[src/inc/rcm_pkg.sv]
// rcm_pkg: constants, register map and carrier types of the rtc control and clock
// output mask register bank.
// assumes: one clock domain (hclk), word-wide ahb-lite register access.

package rcm_pkg;

    // ------------------------------------------------------------
    // register indices (byte address is four times the index)
    // ------------------------------------------------------------
    localparam logic [7:0] IDX_SECOND_CONTROL = 8'h10;
    localparam logic [7:0] IDX_GENERAL_BITS   = 8'h11;
    localparam logic [7:0] IDX_CLKOUT_MASK    = 8'h12;
    localparam logic [7:0] IDX_AUX_CONTROL    = 8'h20;
    localparam logic [7:0] IDX_STATUS         = 8'h21;
    localparam logic [7:0] IDX_PRESCALER      = 8'h22;

    // ------------------------------------------------------------
    // reset values and implemented-bit masks
    // ------------------------------------------------------------
    localparam logic [7:0] RST_SECOND_CONTROL = 8'h00;
    localparam logic [7:0] RST_GENERAL_BITS   = 8'h00;
    localparam logic [7:0] RST_CLKOUT_MASK    = 8'h00;
    localparam logic [7:0] RST_AUX_CONTROL    = 8'h00;
    localparam logic [7:0] IMPL_GENERAL_BITS  = 8'h7F;
    localparam logic [7:0] IMPL_CLKOUT_MASK   = 8'h0F;
    localparam logic [7:0] IMPL_AUX_CONTROL   = 8'h07;

    // ------------------------------------------------------------
    // prescaler layout: stage 0 is 16384 hz, stage 14 is 1 hz
    // ------------------------------------------------------------
    localparam int unsigned PRE_STAGES    = 15;
    localparam int unsigned SYNC_LOW      = 2;   // first stage cleared by sync (4096 hz)
    localparam int unsigned CLOCK_OUTPUT_PIN_STAGE    = 1;   // 8192 hz square wave on clock output
    localparam int unsigned TIMER_STAGE   = 8;   // 64 hz countdown timer clock
    localparam int unsigned UPDATE_STAGE  = 14;  // 1 hz update timer clock
    localparam int unsigned STATUS_EVENT  = 0;   // write one clears the event flag

    // ahb transfer type bit that marks nonseq or seq
    localparam int unsigned HTRANS_ACTIVE = 1;

    // ------------------------------------------------------------
    // carrier types
    // ------------------------------------------------------------
    typedef struct packed {
        logic [4:0] other_bits;        // remaining control bits, stored only
        logic       event_irq_enable;  // bit 2
        logic       hour_12_mode;      // bit 1
        logic       sync_reset;        // bit 0, self clearing
    } rcm_ctrl_t;

    typedef struct packed {
        logic [3:0] unused;
        logic       clkout_on_event;   // bit 3
        logic       clkout_on_alarm;   // bit 2
        logic       clkout_on_countdown; // bit 1
        logic       clkout_on_update;  // bit 0
    } rcm_mask_t;

    typedef struct packed {
        logic [4:0] unused;
        logic       stamp_enable;      // bit 2
        logic       stamp_source_select; // bit 1
        logic       write_lock;        // bit 0
    } rcm_aux_t;

    typedef struct packed {
        logic alarm_irq_signal;
        logic countdown_irq_signal;
        logic update_irq_signal;
    } rcm_src_t;

endpackage : rcm_pkg

[src/rtl/rcm_prescaler.sv]
// rcm_prescaler: fifteen-stage divider of the 32.768 khz oscillator tick.
// assumes: tick is a one-cycle pulse on hclk per oscillator period.

`timescale 1ns/100ps

module rcm_prescaler
    import rcm_pkg::*;
(
    input  wire logic                  hclk,         // bus clock
    input  wire logic                  hresetn,      // async reset, active low
    input  wire logic                  tick,         // oscillator edge pulse
    input  wire logic                  sync_clear,   // clear the upper stages
    output logic [PRE_STAGES-1:0]      stages_q,     // stage outputs, 16384 hz to 1 hz
    output logic                       second_carry_q // one-cycle pulse on 1 hz wrap
);

    // ------------------------------------------------------------
    // next values
    // ------------------------------------------------------------
    logic [PRE_STAGES-1:0] count_inc;
    logic [PRE_STAGES-1:0] count_sync;
    logic                  wrap;

    // plain increment and the variant that keeps only the bottom two stages
    assign count_inc  = stages_q + PRE_STAGES'(1);
    assign count_sync = {{(PRE_STAGES-SYNC_LOW){1'b0}},
                         (tick ? count_inc[SYNC_LOW-1:0] : stages_q[SYNC_LOW-1:0])};
    assign wrap       = tick & (&stages_q) & ~sync_clear;

    // ------------------------------------------------------------
    // stage register
    // ------------------------------------------------------------
    always_ff @(posedge hclk or negedge hresetn) begin
        if (!hresetn) begin
            stages_q       <= '0;
            second_carry_q <= 1'b0;
        end else begin
            second_carry_q <= wrap;
            if (sync_clear) begin
                stages_q <= count_sync;
            end else if (tick) begin
                stages_q <= count_inc;
            end
        end
    end

endmodule : rcm_prescaler

[src/rtl/rcm_regs.sv]
// rcm_regs: rtc control register bank with clock output source mask.
// assumes: ahb-lite master on hclk, a single slave, word transfers only;
// osc_in and event_pin are asynchronous pins, all other inputs are on hclk.
//
// Our own choice: the AHB-Lite slave port.

`timescale 1ns/100ps

module rcm_regs
    import rcm_pkg::*;
(
    input  wire logic        hclk,                  // bus clock, 50 mhz
    input  wire logic        hresetn,               // async reset, active low
    input  wire logic        hsel,                  // slave select
    input  wire logic [31:0] haddr,                 // byte address
    input  wire logic [1:0]  htrans,                // transfer type
    input  wire logic        hwrite,                // write when high
    input  wire logic [2:0]  hsize,                 // transfer size, word expected
    input  wire logic [31:0] hwdata,                // write data
    input  wire logic        hready,                // bus ready
    output logic             hreadyout,             // slave ready
    output logic [31:0]      hrdata,                // read data
    output logic             hresp,                 // always okay
    input  wire logic        osc_in,                // 32.768 khz oscillator pin
    input  wire logic        event_pin,             // external event pin, rising edge
    input  wire logic        backup_switch,         // switchover pulse, hclk domain
    input  wire rcm_src_t    irq_src,               // alarm, countdown, update signals
    input  wire logic        second_update_taken,   // time counter consumed the update
    output logic             irq_pin_n,             // interrupt pin, active low
    output logic             clock_output_pin,      // gated clock output
    output logic             hour_12_mode,          // hour format for counters
    output logic             event_irq_signal,      // internal event interrupt
    output logic             second_update_pending, // memorized one-second update
    output logic             timer_clk,             // countdown timer clock
    output logic             update_clk             // update timer clock
);

    // ------------------------------------------------------------
    // pin synchronisers
    // ------------------------------------------------------------
    logic [1:0] osc_sync_q;
    logic       osc_prev_q;
    logic [1:0] event_sync_q;
    logic       event_prev_q;
    logic       osc_tick;
    logic       event_edge;

    // two flops per pin, then a history flop for edge detection
    always_ff @(posedge hclk or negedge hresetn) begin
        if (!hresetn) begin
            osc_sync_q   <= 2'h0;
            osc_prev_q   <= 1'b0;
            event_sync_q <= 2'h0;
            event_prev_q <= 1'b0;
        end else begin
            osc_sync_q   <= {osc_sync_q[0], osc_in};
            osc_prev_q   <= osc_sync_q[1];
            event_sync_q <= {event_sync_q[0], event_pin};
            event_prev_q <= event_sync_q[1];
        end
    end

    // rising edges of the synchronised pins
    assign osc_tick   = osc_sync_q[1] & ~osc_prev_q;
    assign event_edge = event_sync_q[1] & ~event_prev_q;

    // ------------------------------------------------------------
    // ahb-lite address and data phase
    // ------------------------------------------------------------
    logic       dph_valid_q;
    logic       dph_write_q;
    logic       dph_hit_q;
    logic [7:0] dph_idx_q;
    logic       addr_take;
    logic       addr_hit;

    // a transfer is taken when selected, ready and nonseq or seq
    assign addr_take = hsel & hready & htrans[HTRANS_ACTIVE];
    // full decode: upper bits zero and word aligned
    assign addr_hit  = (haddr[31:10] == 22'h0) & (haddr[1:0] == 2'h0);

    // capture the address phase
    always_ff @(posedge hclk or negedge hresetn) begin
        if (!hresetn) begin
            dph_valid_q <= 1'b0;
            dph_write_q <= 1'b0;
            dph_hit_q   <= 1'b0;
            dph_idx_q   <= 8'h00;
        end else begin
            dph_valid_q <= addr_take;
            dph_write_q <= addr_take & hwrite;
            if (addr_take) begin
                dph_hit_q <= addr_hit;
                dph_idx_q <= haddr[9:2];
            end
        end
    end

    // ------------------------------------------------------------
    // write decode
    // ------------------------------------------------------------
    rcm_ctrl_t ctrl_q;
    logic [7:0] gp_q;
    rcm_mask_t mask_q;
    rcm_aux_t  aux_q;
    logic       wr_en;
    logic       wr_cfg;
    logic       wr_ctrl;
    logic       wr_gp;
    logic       wr_mask;
    logic       wr_aux;
    logic       wr_status;
    logic [7:0] wbyte;

    // writes commit in the data phase, which never waits
    assign wr_en     = dph_valid_q & dph_write_q & dph_hit_q;
    assign wr_cfg    = wr_en & ~aux_q.write_lock;
    assign wr_ctrl   = wr_cfg & (dph_idx_q == IDX_SECOND_CONTROL);
    assign wr_gp     = wr_cfg & (dph_idx_q == IDX_GENERAL_BITS);
    assign wr_mask   = wr_cfg & (dph_idx_q == IDX_CLKOUT_MASK);
    assign wr_aux    = wr_en & (dph_idx_q == IDX_AUX_CONTROL);
    assign wr_status = wr_en & (dph_idx_q == IDX_STATUS);
    assign wbyte     = hwdata[7:0];

    // ------------------------------------------------------------
    // configuration registers
    // ------------------------------------------------------------

    // second control: sync reset holds for one cycle, then clears itself
    always_ff @(posedge hclk or negedge hresetn) begin
        if (!hresetn) begin
            ctrl_q <= rcm_ctrl_t'(RST_SECOND_CONTROL);
        end else if (wr_ctrl) begin
            ctrl_q <= rcm_ctrl_t'(wbyte);
        end else if (ctrl_q.sync_reset) begin
            ctrl_q.sync_reset <= 1'b0;
        end
    end

    // general-purpose storage, bit 7 not implemented
    always_ff @(posedge hclk or negedge hresetn) begin
        if (!hresetn) begin
            gp_q <= RST_GENERAL_BITS;
        end else if (wr_gp) begin
            gp_q <= wbyte & IMPL_GENERAL_BITS;
        end
    end

    // clock output source mask, upper nibble not implemented
    always_ff @(posedge hclk or negedge hresetn) begin
        if (!hresetn) begin
            mask_q <= rcm_mask_t'(RST_CLKOUT_MASK);
        end else if (wr_mask) begin
            mask_q <= rcm_mask_t'(wbyte & IMPL_CLKOUT_MASK);
        end
    end

    // write lock and stamp controls, never locked themselves
    always_ff @(posedge hclk or negedge hresetn) begin
        if (!hresetn) begin
            aux_q <= rcm_aux_t'(RST_AUX_CONTROL);
        end else if (wr_aux) begin
            aux_q <= rcm_aux_t'(wbyte & IMPL_AUX_CONTROL);
        end
    end

    // ------------------------------------------------------------
    // prescaler
    // ------------------------------------------------------------
    logic [PRE_STAGES-1:0] pre_stages;
    logic                  second_carry;

    // the sync bit drives the clear for exactly the cycle it is set
    rcm_prescaler u_prescaler (
        .hclk           (hclk),
        .hresetn        (hresetn),
        .tick           (osc_tick),
        .sync_clear     (ctrl_q.sync_reset),
        .stages_q       (pre_stages),
        .second_carry_q (second_carry)
    );

    // ------------------------------------------------------------
    // event flag and interrupt pin
    // ------------------------------------------------------------
    logic event_flag_q;
    logic event_set;
    logic event_clr;

    // pin edge always sets, switchover only with stamp source and enable
    assign event_set = event_edge
                     | (backup_switch & aux_q.stamp_source_select & aux_q.stamp_enable);
    assign event_clr = wr_status & wbyte[STATUS_EVENT];

    // sticky flag; a set in the clearing cycle wins
    always_ff @(posedge hclk or negedge hresetn) begin
        if (!hresetn) begin
            event_flag_q <= 1'b0;
        end else begin
            event_flag_q <= event_set | (event_flag_q & ~event_clr);
        end
    end

    // ------------------------------------------------------------
    // memorized one-second update
    // ------------------------------------------------------------
    logic second_pending_q;

    // a sync reset discards the update; a new carry wins over taken
    always_ff @(posedge hclk or negedge hresetn) begin
        if (!hresetn) begin
            second_pending_q <= 1'b0;
        end else if (ctrl_q.sync_reset) begin
            second_pending_q <= 1'b0;
        end else begin
            second_pending_q <= second_carry | (second_pending_q & ~second_update_taken);
        end
    end

    // ------------------------------------------------------------
    // clock output gating
    // ------------------------------------------------------------
    logic [3:0] clk_sources;
    logic [3:0] clk_selected;
    logic       clkout_enable;

    // one source per mask bit, any selected one enables the output
    assign clk_sources   = {event_flag_q, irq_src.alarm_irq_signal,
                            irq_src.countdown_irq_signal, irq_src.update_irq_signal};
    assign clk_selected  = clk_sources & {mask_q.clkout_on_event,
                                          mask_q.clkout_on_alarm,
                                          mask_q.clkout_on_countdown,
                                          mask_q.clkout_on_update};
    assign clkout_enable = |clk_selected;

    // ------------------------------------------------------------
    // output registers
    // ------------------------------------------------------------
    logic irq_pin_n_q;
    logic clock_output_pin_q;
    logic hour_12_mode_q;
    logic event_irq_signal_q;
    logic timer_clk_q;
    logic update_clk_q;

    // every pin and internal signal except the tied-off hresp leaves through a flop
    always_ff @(posedge hclk or negedge hresetn) begin
        if (!hresetn) begin
            irq_pin_n_q        <= 1'b1;
            clock_output_pin_q <= 1'b0;
            hour_12_mode_q     <= 1'b0;
            event_irq_signal_q <= 1'b0;
            timer_clk_q        <= 1'b0;
            update_clk_q       <= 1'b0;
        end else begin
            irq_pin_n_q        <= ~(ctrl_q.event_irq_enable & event_flag_q);
            clock_output_pin_q <= clkout_enable & pre_stages[CLOCK_OUTPUT_PIN_STAGE];
            hour_12_mode_q     <= ctrl_q.hour_12_mode;
            event_irq_signal_q <= event_flag_q;
            timer_clk_q        <= pre_stages[TIMER_STAGE];
            update_clk_q       <= pre_stages[UPDATE_STAGE];
        end
    end

    assign irq_pin_n             = irq_pin_n_q;
    assign clock_output_pin      = clock_output_pin_q;
    assign hour_12_mode          = hour_12_mode_q;
    assign event_irq_signal      = event_irq_signal_q;
    assign second_update_pending = second_pending_q;
    assign timer_clk             = timer_clk_q;
    assign update_clk            = update_clk_q;

    // ------------------------------------------------------------
    // read path
    // ------------------------------------------------------------
    logic [7:0]  status_word;
    logic [31:0] rd_mux;
    logic        rd_cycle;
    logic        hreadyout_q;
    logic [31:0] hrdata_q;

    // live state: event flag, pin active, clock enabled, update pending
    assign status_word = {4'h0, second_pending_q, clkout_enable, ~irq_pin_n_q, event_flag_q};

    // reads never blocked by the lock; unmapped addresses read zero
    assign rd_mux = !dph_hit_q                          ? 32'h0000_0000 :
                    (dph_idx_q == IDX_SECOND_CONTROL)   ? {24'h0, ctrl_q} :
                    (dph_idx_q == IDX_GENERAL_BITS)     ? {24'h0, gp_q} :
                    (dph_idx_q == IDX_CLKOUT_MASK)      ? {24'h0, mask_q} :
                    (dph_idx_q == IDX_AUX_CONTROL)      ? {24'h0, aux_q} :
                    (dph_idx_q == IDX_STATUS)           ? {24'h0, status_word} :
                    (dph_idx_q == IDX_PRESCALER)        ? {17'h0, pre_stages} :
                                                          32'h0000_0000;

    // reads are sampled in the first data-phase cycle, which is the one wait cycle
    assign rd_cycle = dph_valid_q & ~dph_write_q;

    // a read address phase pulls ready low for exactly one cycle
    always_ff @(posedge hclk or negedge hresetn) begin
        if (!hresetn) begin
            hreadyout_q <= 1'b1;
            hrdata_q    <= 32'h0000_0000;
        end else begin
            hreadyout_q <= ~(addr_take & ~hwrite);
            if (rd_cycle) begin
                hrdata_q <= rd_mux;
            end
        end
    end

    assign hreadyout = hreadyout_q;
    assign hrdata    = hrdata_q;
    assign hresp     = 1'b0;        // okay only

endmodule : rcm_regs

[config.mk]
export PLATFORM = sky130hd
export DESIGN_NAME = rcm_regs
export DESIGN_NICKNAME = d
export VERILOG_FILES = /design/src/inc/rcm_pkg.sv /design/src/rtl/rcm_prescaler.sv /design/src/rtl/rcm_regs.sv
export SDC_FILE = /design/constraint.sdc
export NUM_CORES = 1
export LEC_CHECK = 0
export BUFFER_PORTS_ARGS = -buffer_cell sky130_fd_sc_hd__buf_2
export CORE_ASPECT_RATIO = 1.75
export CORE_MARGIN = 2
export CORE_UTILIZATION = 27
export CTS_CLUSTER_DIAMETER = 100
export CTS_CLUSTER_SIZE = 40
export DETAILED_ROUTE_END_ITERATION = 7
export PLACE_DENSITY = 0.48
export SKIP_LAST_GASP = 1
export SYNTH_ARGS = -nofsm -noshare
export SYNTH_HDL_FRONTEND = slang
export SYNTH_HIERARCHICAL = 1
export SYNTH_SLANG_ARGS = --single-unit
[constraint.sdc]
create_clock -name hclk -period 2.5 [get_ports hclk]
set_input_delay 0.125 -clock hclk [delete_from_list [all_inputs] [get_ports hclk]]
set_output_delay 0.125 -clock hclk [all_outputs]
set_load 0.01 [all_outputs]
==> results by group <==
Pwr
  – Max IR drop VDD: 302 uV
  – PD cells: 705 nW/um^2
  – Lkg Pwr: 2.12 nW

STA
  – Final hold viol count: 0
  – Clock skew: 8.15 ps
  – Final setup violation count: 0
  – Worst hold slack: 22.6 ps
  – Final-report max-slew violation count: 0
  – Unrepaired setup endpoints after global routing: no
  – Final period utilization: 91.2%
  – Slew headroom: 46.2%
  – Slew of the pin with the lowest slew margin: 807 ps
  – Max Clock Freq: 439 MHz
  – Post-route setup TNS: 0 ps
  – Clock period minus worst slack: 2280 ps

Critical path
  – Crit Path Max Fanout: 8
  – Worst R2R Start: dph_idx_q[5]
  – Setup CP Type: flip-flop to flip-flop
  – Reg-to-reg setup timing slack: 220 ps
  – Worst Path Required: 2720 ps
  – RR Endpoint: ctrl_q[3]
  – WP buf/inv: 0
  – R2R cell count: 4
  – Worst setup SP type: flip-flop
  – Crit-path cells: or4b_1 > or3_1 > nor3_4 > mux2_2
  – WP data arrival: 2500 ps
  – Crit. path cell count: 4
  – CP peak stage delay: 590 ps
  – Crit-path slowest cell: or4b_1
  – Crit path capture type: flip-flop
  – Delay-heaviest family, CP: simple AND/OR/NAND/NOR gates

Logic synthesis
  – Post-synthesis compound-gate area fraction: 11.9%
  – Adder-cell share of the synthesized area: 0.335%
  – Mux cell area share after synthesis: 10.6%
  – Post-Syn Area: 3730 sq um
  – Largest family of logic cells by synthesized area: simple AND/OR/NAND/NOR gates
  – Simple-Gate Fraction of Synth Area: 17.0%
  – Ranking of synthesized cells by area: dfrtp_1 52%, mux2_2 11%, buf_4 3.6%
  – Largest area contributor in the netlist: dfrtp_1
  – EDFF count, synth: 0
  – Commonest cells post-synth: 77 x dfrtp_1, 35 x mux2_2, 24 x nand2_1
  – Yosys top cell area share: 51.6%
  – Most frequent cell after synthesis: dfrtp_1
  – Post-synth ARST share: 100%
  – Cells after Synth: 329
  – Top FF cell, synth: dfrtp_1
  – Yosys reg bits: 79
  – Sequential element share of the synthesized area: 53.1%
  – Syn. warnings: 6
  – Post-synthesis xor/xnor area fraction: 0.939%
  – Mean post-synth cell area: 11.3 sq um
  – Netlist cell types: 56

Clocking
  – Skew-Pair Late Insertion Delay: 340 ps
  – # hold bufs at CTS: 4
  – CTS Buf Count: 9
  – TritonCTS clock tree: yes
  – CTS H-tree depth: 3
  – Postcts setup bufs: 0
  – Clock sink count: 79
  – Longest Clk Path Bufs: 2
  – Cts repair resizes: 0
  – Clock slew seen by the registers of the worst setup and hold paths: 60 ps
  – Root buffer cell: clkbuf_16

Cells and area
  – Layout net count: 502
  – Area Overhead vs Synth: 24.5%
  – Area of the multi-input gates: 1590 sq um
  – Share of layout cells above drive strength 1: 35.3%
  – FF/Latch Area: 1980 sq um
  – # fillers: 1393
  – Ant diodes: 0

GRT
  – Vias in the first global route: 2913
  – Met1 global-route usage: 15.1%
  – Largest net degree at the start of global routing: 47
  – First-pass GRT wire length: 15200 um
  – GR peak layer: met2
  – GRT Util Overall: 13.3%
  – Met3 usage: 2.18%
  – Grt total ovfl: 0
  – Initial antenna violation count: 0
  – Met2 usage: 23.6%

Routing
  – Detail Route Antenna Nets: 0
  – 1st-iter DRT viols: 138
  – Vias: 2801
  – Wirelength per Cell: 15.7 um
  – Post-Route WL: 9410 um
  – DR DRC count: 0
  – Pre-antenna DRT Iters: 5
  – Via density: 4.68

Floorplan
  – Ports: 122
  – Core Area: 13500 sq um
  – Initial core utilization: 27.7%
  – Die area: 14800 sq um
  – Die H: 160 um
  – Die X: 92.9 um
  – Row count: 56

Hold path
  – Hold wc startpoint: haddr[4]
  – Hold Path Class: primary input to flip-flop
  – Worst Hold Depth: 2
  – WHS Endpoint: dph_idx_q[2]

Placed design
  – RePlAce Congestion: 0.885
  – PortBufs: 75
  – Post-detail-place hpwl: 7230 um

Run
  – Total of max-cap violations: 0

Outcome
  – Outcome: finished, final reports clean
==> worst register-to-register path: stages, from the launching register on <==
cell and delay (ps):
dfrtp_1 420, or4b_1 590, or3_1 400, nor3_4 370, mux2_2 390
==> sequential cells by signal, indices dropped and copies added (netlist names), 2 cells and up <==
| name | cells |
|---|---|
| mask_q | 4 |
| osc_sync_q | 2 |
| u_prescaler/stages_q | 15 |
| gp_q | 7 |
| dph_idx_q | 8 |
| event_sync_q | 2 |
| ctrl_q | 8 |
| hrdata | 15 |
| aux_q | 3 |
==> cell families (layout without fill, tap and decap cells) <==
group / after synthesis / after routing
fa+ha+maj: 1 / 1
buf+inv: 40 / 119
xor+xnor: 4 / 4
simple gates: 108 / 108
flops: 79 / 79
mux: 35 / 35
compound gates: 61 / 61
other cells: 1 / 18
==> how the worst max path moves through the flow <==
stage | start | endpoint
3_5_place_dp | dph_idx_q[5] | ctrl_q[3]
6_report | dph_idx_q[5] | ctrl_q[3]
3_3_place_gp | dph_idx_q[5] | ctrl_q[7]
5_1_grt | dph_idx_q[5] | ctrl_q[4]
2_1_floorplan | dph_idx_q[5] | ctrl_q[1]
4_1_cts | dph_idx_q[5] | ctrl_q[4]
==> routing by layer <==
layer / share of wire [%] / vias to the layer above / wire length (um)
li1: - / 1346 / -
met4: 2.8 / 0 / 267
met5: 0 / - / 0
met3: 3.6 / 15 / 338
met1: 38 / 1358 / 3590
met2: 55 / 82 / 5210
==> where the power goes <==
group	switching, mW	internal (mW)	total (mW)
registers	0.133	1.37	1.50
logic	0.245	0.190	0.435
clock network	0.532	0.806	1.34
total	0.910	2.37	3.28
==> placed cells by master, fill, tap and decap left out, drive strengths merged, types with 3 or more instances in the layout <==
cell	n
buf	88
dfrtp	77
mux2	35
nand2	24
nor2	19
conb	18
inv	13
nor2b	12
o21ai	11
nor4	11
clkbuf	10
a21oi	9
o31ai	9
a22o	7
nand3	6
nand4	6
nand2b	5
or4	5
or3	4
dlygate4sd3	4
nor3	4
o211ai	4
o32a	3
a32oi	3
xor2	3
and2	3
==> stage by stage <==
stage	std cells	power, mW	area (sq um)	utilization, %	setup WS, ps
floorplan	346	1.78	3790	-	353
global placement	579	1.95	4300	32.0	266
detailed placement	579	1.96	4300	32.0	219
CTS	599	3.33	4650	34.5	213
global route	599	3.44	4650	34.5	124
finish	599	3.28	4650	34.5	221
==> area by class of cell <==
type	count	share of cell area [%]
repair buffers	92	11.1
clock buffers	10	5.14
inverters	11	0.889
well taps	174	4.68
multi-input cells	227	34.1
clock inverters	6	1.45
flip-flops and latches	79	42.6
Power figures use the tool's default switching activity.
